$ cat src/core/isa_regs.vh
// Constants shared by the interrupt source arbiter: register map, field layout,
// reset values, source numbering and vector table addresses.
// Assumes a 12-bit APB byte address and 32-bit data.
`ifndef ISA_REGS_VH
`define ISA_REGS_VH

`define ISA_NSRC 11
`define ISA_NPIN 3
`define ISA_AW 12

`define ISA_ADDR_CTRL 12'h000
`define ISA_ADDR_REQ 12'h004
`define ISA_ADDR_MASK 12'h008
`define ISA_ADDR_PRIO 12'h00C
`define ISA_ADDR_EDGE 12'h010
`define ISA_ADDR_STAT 12'h014

`define ISA_CTRL_GIE 0
`define ISA_CTRL_WDTNMI 1
`define ISA_CTRL_ISP 2

`define ISA_MASK_RST 11'h7ff
`define ISA_PRIO_RST 11'h7ff
`define ISA_EDGE_RST 6'h00
`define ISA_ZERO32 32'h0000_0000

`define ISA_SRC_WDT 0
`define ISA_SRC_P1 1
`define ISA_SRC_P2 2
`define ISA_SRC_P3 3
`define ISA_SRC_SER 4
`define ISA_SRC_SR 5
`define ISA_SRC_CSI 6
`define ISA_SRC_ST 7
`define ISA_SRC_AD 8
`define ISA_SRC_TM5 9
`define ISA_SRC_TM6 10

`define ISA_VEC_NMI 16'h0004
`define ISA_VEC_WDT 16'h0004
`define ISA_VEC_P1 16'h0008
`define ISA_VEC_P2 16'h000A
`define ISA_VEC_P3 16'h000C
`define ISA_VEC_SER 16'h0018
`define ISA_VEC_SR 16'h001A
`define ISA_VEC_ST 16'h001C
`define ISA_VEC_AD 16'h0028
`define ISA_VEC_TM5 16'h002A
`define ISA_VEC_TM6 16'h002C
`define ISA_VEC_BRK 16'h003E

`define ISA_KIND_MASKABLE 2'h0
`define ISA_KIND_NMI 2'h1
`define ISA_KIND_SOFT 2'h2

`endif

$ cat src/core/isa_edge_detect.v
// Edge detector for one external interrupt pin.
// Assumes the pin is asynchronous to pclk; it is synchronised here first.
`timescale 1ns/1ns
module isa_edge_detect
(
    // Clock and reset.
    input wire pclk,
    input wire presetn,
    // Pin and edge selection.
    input wire pin,
    input wire rise_en,
    input wire fall_en,
    // One-cycle pulse per selected edge.
    output wire edge_pulse
);
    reg sync_a;
    reg sync_b;
    reg last;

    always @(posedge pclk or negedge presetn)
    begin
        if (!presetn)
        begin
            sync_a <= 1'b0;
            sync_b <= 1'b0;
            last <= 1'b0;
        end
        else
        begin
            sync_a <= pin;
            sync_b <= sync_a;
            last <= sync_b;
        end
    end

    // Both enables set gives detection on either edge.
    assign edge_pulse = (rise_en & sync_b & ~last) | (fall_en & ~sync_b & last);
endmodule

$ cat src/core/isa_prio.v
// Fixed priority picker over the maskable sources: lowest index wins.
// Assumes the source index equals the default priority order.
`timescale 1ns/1ns
`include "isa_regs.vh"
module isa_prio
(
    // Candidate requests.
    input wire [`ISA_NSRC-1:0] req,
    // Winner.
    output reg [3:0] idx,
    output reg found
);
    integer i;

    always @*
    begin
        idx = 4'h0;
        found = 1'b0;
        // Scanning downward leaves the smallest index, so ties favour the higher rank.
        for (i = `ISA_NSRC - 1; i >= 0; i = i - 1)
        begin
            if (req[i])
            begin
                idx = i[3:0];
                found = 1'b1;
            end
        end
    end
endmodule

$ cat src/core/isa_top.v
// Interrupt source arbiter: collects the non-maskable, maskable and software
// sources, ranks them and presents one vector at a time to the processor core.
// Assumes internal sources are one-cycle pulses on pclk, external pins are
// asynchronous, and the core answers each presented request with core_ack.
`timescale 1ns/1ns
`include "isa_regs.vh"
module isa_top
(
    // Clock and reset.
    input wire pclk,
    input wire presetn,
    // APB slave.
    input wire psel,
    input wire penable,
    input wire pwrite,
    input wire [`ISA_AW-1:0] paddr,
    input wire [31:0] pwdata,
    output reg [31:0] prdata,
    output reg pready,
    output reg pslverr,
    // Interrupt sources.
    input wire wdt_overflow_irq,
    input wire [`ISA_NPIN-1:0] ext_irq_pin,
    input wire uart_rx_error_irq,
    input wire uart_rx_done_irq,
    input wire sio_done_irq,
    input wire uart_tx_done_irq,
    input wire adc_done_irq,
    input wire timer_a_match_irq,
    input wire timer_b_match_irq,
    input wire soft_break_instruction,
    // Processor core side.
    output reg core_req,
    output reg [1:0] core_kind,
    output reg [15:0] core_vector,
    input wire core_ack
);
    localparam ST_IDLE = 1'b0;
    localparam ST_PRESENT = 1'b1;

    reg state;
    reg global_enable_flag;
    reg wdt_nmi_mode;
    reg in_service_level_flag;
    reg [`ISA_NSRC-1:0] request_flag;
    reg [`ISA_NSRC-1:0] mask_flag;
    reg [`ISA_NSRC-1:0] priority_group_flag;
    reg [2*`ISA_NPIN-1:0] edge_sel;
    reg nmi_pend;
    reg soft_pend;
    reg [3:0] cur_idx;
    reg cur_high;

    wire [`ISA_NPIN-1:0] pin_pulse;
    wire [`ISA_NSRC-1:0] trig;
    wire [`ISA_NSRC-1:0] sw_clr;
    wire [`ISA_NSRC-1:0] ack_clr;
    wire [`ISA_NSRC-1:0] eligible;
    wire [`ISA_NSRC-1:0] high_elig;
    wire [`ISA_NSRC-1:0] pick_vec;
    wire [3:0] win_idx;
    wire win_found;
    wire apb_done;
    wire wr_en;
    wire ack_taken;
    wire ack_mask;
    wire ack_nmi;
    wire ack_soft;
    wire wr_ctrl;
    wire wr_req;
    wire wr_mask;
    wire wr_prio;
    wire wr_edge;

    // A transfer completes on the edge where the registered pready is seen high.
    assign apb_done = psel & penable & pready;
    assign wr_en = apb_done & pwrite;
    assign ack_taken = (state == ST_PRESENT) & core_ack;
    assign ack_mask = ack_taken & (core_kind == `ISA_KIND_MASKABLE);
    assign ack_nmi = ack_taken & (core_kind == `ISA_KIND_NMI);
    assign ack_soft = ack_taken & (core_kind == `ISA_KIND_SOFT);

    // One write strobe per writable register, so no software write lands outside the completing edge.
    assign wr_ctrl = wr_en & (paddr == `ISA_ADDR_CTRL);
    assign wr_req = wr_en & (paddr == `ISA_ADDR_REQ);
    assign wr_mask = wr_en & (paddr == `ISA_ADDR_MASK);
    assign wr_prio = wr_en & (paddr == `ISA_ADDR_PRIO);
    assign wr_edge = wr_en & (paddr == `ISA_ADDR_EDGE);

    // Each detector synchronises its pin before any edge logic reads it.
    genvar g;
    generate
        for (g = 0; g < `ISA_NPIN; g = g + 1)
        begin : pin_edge
            isa_edge_detect u_edge
            (
                .pclk(pclk),
                .presetn(presetn),
                .pin(ext_irq_pin[g]),
                .rise_en(edge_sel[2*g]),
                .fall_en(edge_sel[2*g+1]),
                .edge_pulse(pin_pulse[g])
            );
        end
    endgenerate

    // Source positions follow the default priority, so the index is the rank.
    assign trig[`ISA_SRC_WDT] = wdt_overflow_irq & ~wdt_nmi_mode;
    assign trig[`ISA_SRC_P1] = pin_pulse[0];
    assign trig[`ISA_SRC_P2] = pin_pulse[1];
    assign trig[`ISA_SRC_P3] = pin_pulse[2];
    assign trig[`ISA_SRC_SER] = uart_rx_error_irq;
    assign trig[`ISA_SRC_SR] = uart_rx_done_irq;
    assign trig[`ISA_SRC_CSI] = sio_done_irq;
    assign trig[`ISA_SRC_ST] = uart_tx_done_irq;
    assign trig[`ISA_SRC_AD] = adc_done_irq;
    assign trig[`ISA_SRC_TM5] = timer_a_match_irq;
    assign trig[`ISA_SRC_TM6] = timer_b_match_irq;

    assign sw_clr = wr_req ? pwdata[`ISA_NSRC-1:0] : {`ISA_NSRC{1'b0}};

    // Request flags: a trigger in the clearing cycle still leaves the flag set.
    generate
        for (g = 0; g < `ISA_NSRC; g = g + 1)
        begin : req_bit
            assign ack_clr[g] = ack_mask & (cur_idx == g);
            always @(posedge pclk or negedge presetn)
            begin
                if (!presetn)
                    request_flag[g] <= 1'b0;
                else
                    request_flag[g] <= trig[g] | (request_flag[g] & ~sw_clr[g] & ~ack_clr[g]);
            end
        end
    endgenerate

    // Low group is shut out while a high-group service is in progress.
    assign eligible = request_flag & ~mask_flag & (in_service_level_flag ? ~priority_group_flag
                      : {`ISA_NSRC{1'b1}});
    assign high_elig = eligible & ~priority_group_flag;
    assign pick_vec = (|high_elig) ? high_elig : eligible;

    isa_prio u_prio
    (
        .req(pick_vec),
        .idx(win_idx),
        .found(win_found)
    );

    function [15:0] vec_of;
        input [3:0] idx;
        begin
            case (idx)
                4'h0: vec_of = `ISA_VEC_WDT;
                4'h1: vec_of = `ISA_VEC_P1;
                4'h2: vec_of = `ISA_VEC_P2;
                4'h3: vec_of = `ISA_VEC_P3;
                4'h4: vec_of = `ISA_VEC_SER;
                4'h5: vec_of = `ISA_VEC_SR;
                4'h6: vec_of = `ISA_VEC_SR;
                4'h7: vec_of = `ISA_VEC_ST;
                4'h8: vec_of = `ISA_VEC_AD;
                4'h9: vec_of = `ISA_VEC_TM5;
                4'hA: vec_of = `ISA_VEC_TM6;
                default: vec_of = `ISA_VEC_WDT;
            endcase
        end
    endfunction

    // Non-maskable and software pending flags; set wins over acknowledge.
    always @(posedge pclk or negedge presetn)
    begin
        if (!presetn)
        begin
            nmi_pend <= 1'b0;
            soft_pend <= 1'b0;
        end
        else
        begin
            nmi_pend <= (wdt_overflow_irq & wdt_nmi_mode) |
                        (nmi_pend & ~ack_nmi);
            soft_pend <= soft_break_instruction |
                         (soft_pend & ~ack_soft);
        end
    end

    // Presentation: one request stands until the core acknowledges it.
    // A presented maskable request is not withdrawn if software masks it later.
    always @(posedge pclk or negedge presetn)
    begin
        if (!presetn)
        begin
            state <= ST_IDLE;
            core_req <= 1'b0;
            core_kind <= `ISA_KIND_MASKABLE;
            core_vector <= 16'h0000;
            cur_idx <= 4'h0;
            cur_high <= 1'b0;
        end
        else
        begin
            case (state)
                ST_IDLE:
                begin
                    if (nmi_pend)
                    begin
                        state <= ST_PRESENT;
                        core_req <= 1'b1;
                        core_kind <= `ISA_KIND_NMI;
                        core_vector <= `ISA_VEC_NMI;
                    end
                    else if (soft_pend)
                    begin
                        state <= ST_PRESENT;
                        core_req <= 1'b1;
                        core_kind <= `ISA_KIND_SOFT;
                        core_vector <= `ISA_VEC_BRK;
                    end
                    else if (win_found && global_enable_flag)
                    begin
                        state <= ST_PRESENT;
                        core_req <= 1'b1;
                        core_kind <= `ISA_KIND_MASKABLE;
                        core_vector <= vec_of(win_idx);
                        cur_idx <= win_idx;
                        cur_high <= ~priority_group_flag[win_idx];
                    end
                end
                ST_PRESENT:
                begin
                    if (core_ack)
                    begin
                        state <= ST_IDLE;
                        core_req <= 1'b0;
                    end
                end
                default:
                begin
                    state <= ST_IDLE;
                    core_req <= 1'b0;
                end
            endcase
        end
    end

    // Control registers; the in-service flag is set by a high-group acknowledge
    // and that set wins over a software write in the same cycle.
    always @(posedge pclk or negedge presetn)
    begin
        if (!presetn)
        begin
            global_enable_flag <= 1'b0;
            wdt_nmi_mode <= 1'b0;
            in_service_level_flag <= 1'b0;
            mask_flag <= `ISA_MASK_RST;
            priority_group_flag <= `ISA_PRIO_RST;
            edge_sel <= `ISA_EDGE_RST;
        end
        else
        begin
            if (wr_ctrl)
            begin
                global_enable_flag <= pwdata[`ISA_CTRL_GIE];
                wdt_nmi_mode <= pwdata[`ISA_CTRL_WDTNMI];
                in_service_level_flag <= pwdata[`ISA_CTRL_ISP];
            end
            if (ack_mask && cur_high)
                in_service_level_flag <= 1'b1;
            if (wr_mask)
                mask_flag <= pwdata[`ISA_NSRC-1:0];
            if (wr_prio)
                priority_group_flag <= pwdata[`ISA_NSRC-1:0];
            if (wr_edge)
                edge_sel <= pwdata[2*`ISA_NPIN-1:0];
        end
    end

    // APB answer: one wait state, so pready rises on the second access cycle.
    reg [31:0] next_prdata;
    reg next_err;

    // Read images, each padded with explicit zero fields to exactly the bus width.
    wire [31:0] ctrl_image;
    wire [31:0] req_image;
    wire [31:0] mask_image;
    wire [31:0] prio_image;
    wire [31:0] edge_image;
    wire [31:0] stat_image;

    assign ctrl_image = {29'h0000_0000, in_service_level_flag, wdt_nmi_mode, global_enable_flag};
    assign req_image = {21'h00_0000, request_flag};
    assign mask_image = {21'h00_0000, mask_flag};
    assign prio_image = {21'h00_0000, priority_group_flag};
    assign edge_image = {26'h000_0000, edge_sel};
    assign stat_image = {8'h00, core_vector, cur_idx, soft_pend, nmi_pend, core_req, state};

    always @*
    begin
        next_prdata = `ISA_ZERO32;
        next_err = 1'b0;
        case (paddr)
            `ISA_ADDR_CTRL: next_prdata = ctrl_image;
            `ISA_ADDR_REQ: next_prdata = req_image;
            `ISA_ADDR_MASK: next_prdata = mask_image;
            `ISA_ADDR_PRIO: next_prdata = prio_image;
            `ISA_ADDR_EDGE: next_prdata = edge_image;
            `ISA_ADDR_STAT: next_prdata = stat_image;
            default: next_err = 1'b1;
        endcase
    end

    always @(posedge pclk or negedge presetn)
    begin
        if (!presetn)
        begin
            pready <= 1'b0;
            pslverr <= 1'b0;
            prdata <= `ISA_ZERO32;
        end
        else
        begin
            pready <= psel & penable & ~pready;
            pslverr <= psel & penable & ~pready & next_err;
            if (psel && penable && !pready && !pwrite)
                prdata <= next_prdata;
        end
    end
endmodule

$ cat config.mk
export PLATFORM = sky130hd
export DESIGN_NAME = isa_top
export DESIGN_NICKNAME = d
export VERILOG_FILES = /design/src/core/isa_edge_detect.v /design/src/core/isa_prio.v /design/src/core/isa_top.v
export VERILOG_INCLUDE_DIRS = /design/src /design/src/core
export SDC_FILE = /design/constraint.sdc
export NUM_CORES = 1
export LEC_CHECK = 0
export BUFFER_PORTS_ARGS = -buffer_cell sky130_fd_sc_hd__buf_4
export CORE_MARGIN = 3
export CORE_UTILIZATION = 50
export CTS_CLUSTER_DIAMETER = 30
export CTS_CLUSTER_SIZE = 28
export DETAILED_ROUTE_END_ITERATION = 10
export PLACE_DENSITY = 0.81
export SETUP_SLACK_MARGIN = 0.5
export SLEW_MARGIN = 25
export SYNTH_ARGS = -nofsm -noshare
export SYNTH_HDL_FRONTEND = slang
export SYNTH_SLANG_ARGS = --single-unit
$ cat constraint.sdc
create_clock -name pclk -period 9 [get_ports pclk]
set_input_delay 0.45 -clock pclk [delete_from_list [all_inputs] [get_ports pclk]]
set_output_delay 0.45 -clock pclk [all_outputs]
set_load 0.01 [all_outputs]
==> flow_summary.yaml <==
setup_path:
  endpoint_kind: "flop"
  worst-path-buf-inv: 0
  critPathLaunchType: "flop"
  path_max_fanout: 11
  arrival_ns: 3.89
  path_cells: "nor3b_1, nor4_4, nand3_2, o31ai_1, o211a_2, nor2_4, ha_1, mux2i_1, nand2_1, o21ai_0, a21oi_1, mux2_2"
  r2r_slack_ns: 5.37
  worst-r2r-cell-count: 12
  cpMaxStageDelayCell: "dfstp_2"
  timing.rr.start: "priority_group_flag[6]"
  slowest_delay_ns: 0.60
  cp-endpoint: "core_vector[1]"
  r2r-end: "core_vector[1]"
  cp_num_cells: 12
  crit_required_ns: 9.25
  crit_family: "compound AO/OA/AOI/OAI gates"
  crit_type: "flop to flop"
  cp-startpoint: "priority_group_flag[6]"
clock_tree:
  post-cts-setup-buffers: 0
  clk_pin_slew_ns: 0.08
  h-tree-depth: 3
  cts_max_path_buffers: 2
  clkSinkCount: 83
  numCtsBuffers: 9
  cts-root-buf: "clkbuf_8"
  cts_hold_buf: 0
  cts_resized: 0
  clock_latency_ns: 0.37
  cts_tree: "yes"
global_routing:
  grt_pass1_vias: 3578
  grt-busiest-layer: "met2"
  grt_max_degree: 84
  antenna_found_initial: 0
  grt.met2_usage: 0.375
  grt_use_met1: 0.322
  gr-usage-all-layers: 0.234
  grt_overflow_total: 0
  grt_util_met3: 0.0403
  grt_pass1_wl_mm: 18.5
route:
  drt_iter0_markers: 282
  ant_nets: 0
  viasPerCell: 5.84
  firstDrtPassIters: 4
  drc: 0
  via_count: 3651
  routedWlPerCell_um: 18.8
  wl_mm: 11.7
timing:
  fin_crit_sh: 0.404
  slew_viol_final: 0
  setup_viol: 0
  fin_crit_ns: 3.63
  rsz0062_at_grt: "no"
  hold_violations: 0
  tightest_slew_ns: 0.739
  fmax_ghz: 0.275
  fin_setup_tns_ns: 0
  fin_skew_ns: 0.0134
  max-slew-margin-rel: 0.507
finish:
  n_antenna_cell: 0
  drive_gt1_frac: 0.313
  final_common_cell: "buf_4"
  layout_common_cells: "buf_4 (64), dfrtp_1 (61), nand2_1 (57), mux2_2 (34), conb_1 (29)"
  syn2layout_area_growth_pct: 15.4
  nets: 578
  fillCellCount: 751
  fin_area_um2: 5300
status:
  outcome: "finished, final reports clean"
place:
  port_buffers: 64
  dp_hpwl_mm: 8.63
  post_dp_cell_area_um2: 5060
  routabilityCongestion: 0.929
synthesis:
  syn_inst: 449
  synth_edf_count: 0
  synth_cell_types: 63
  syn_area_um2: 4600
  synth_warnings: 0
  yosysTopAreaCell: "dfrtp_1"
  synthFlopType: "dfrtp_1"
  synth.area.top_cells: "dfrtp_1 (33%), dfstp_2 (13%), mux2_2 (8.3%)"
  synth.avg_cell_area_um2: 10.2
  synth.top_cell.area_share: 0.332
  ys_seq_elements: 83
  async_flop_share: 1.00
  ys_seq_area_frac: 0.458
die:
  dieWidth_um: 102
  die_h_um: 102
  die-area_um2: 10400
  start_util: 0.522
  ioPinCount: 115
  rows: 34
  core_area_um2: 8810
power_and_ir_drop:
  p_leak_nw: 2.38
  cellPowerDensity_nw_per_um2: 150
  power.total_mw: 0.796
  vdd_drop_max_mv: 0.0772
hold_path:
  hp-class: "input pin to async pin"
job:
  maxCapViolCount: 0
## per-stage QoR
| step | setup slack (ns) | hold WS (ns) | cells | util |
|---|---|---|---|---|
| after detailed placement | 5.44 | 0.335 | 609 | 0.574 |
| after global placement | 5.53 | 0.334 | 609 | 0.574 |
| after global routing | 5.12 | 0.177 | 625 | 0.602 |
| after floorplan | 6.04 | 0.154 | 477 | - |
| final | 5.37 | 0.128 | 625 | 0.602 |
| after CTS | 5.43 | 0.179 | 625 | 0.600 |
## power by group
group          switching, mW  internal, mW  total, mW
logic                 0.0507        0.0388     0.0895
clock network          0.137         0.172      0.308
registers             0.0123         0.386      0.398
## kinds of logic after synthesis
| group | synth area share |
|---|---|
| compound gates | 0.151 |
| fa+ha+maj | 0.0109 |
| buf+inv | 0.0691 |
| flops | 0.458 |
| mux | 0.127 |
| other cells | 0.000816 |
| simple gates | 0.183 |
## how the worst min path moves through the flow
stage	endpoint	slack (ns)
after floorplan	core_kind[0]	0.15
after global placement	pin_edge[2].u_edge.sync_b	0.33
after detailed placement	pin_edge[0].u_edge.sync_b	0.33
after CTS	pin_edge[1].u_edge.sync_a	0.18
after global routing	req_image[0]	0.18
final	pin_edge[0].u_edge.sync_a	0.13
## registers in the layout, indices dropped and copies added (netlist names), 2 cells and up
signal,flops
prdata,14
mask_flag,11
priority_group_flag,11
req_image,11
edge_sel,6
core_vector,5
cur_idx,4
pin_edge.u_edge.last,3
pin_edge.u_edge.sync_a,3
pin_edge.u_edge.sync_b,3
core_kind,2
## metal layers
metal / wire length [µm] / share of wire
met5: 0 / 0
met2: 5700 / 0.49
met1: 4990 / 0.43
met3: 825 / 0.070
met4: 228 / 0.019
## synthesized netlist by cell type, types with 6 or more instances
master     n
dfrtp_1   61
nand2_1   57
mux2_2    34
buf_4     29
nor2_1    28
o21ai_0   25
dfstp_2   22
mux2i_1   18
a21oi_1   14
nand2b_1  11
nor3b_1   11
inv_1     10
nand3_1   10
nor3_1     9
a221oi_1   8
a31o_2     7
clkbuf_1   7
a21o_1     6
## area by class of cell
type	instances	area, µm²	share of cell area
Multi-Input combinational cell	341	2300	0.433
Clock buffer	12	155	0.0293
Tap cell	108	135	0.0255
Timing Repair Buffer	65	492	0.0927
Clock inverter	4	73.8	0.0139
Inverter	12	45.0	0.00849
Sequential cell	83	2100	0.397
(Power assumes the default switching activity.)
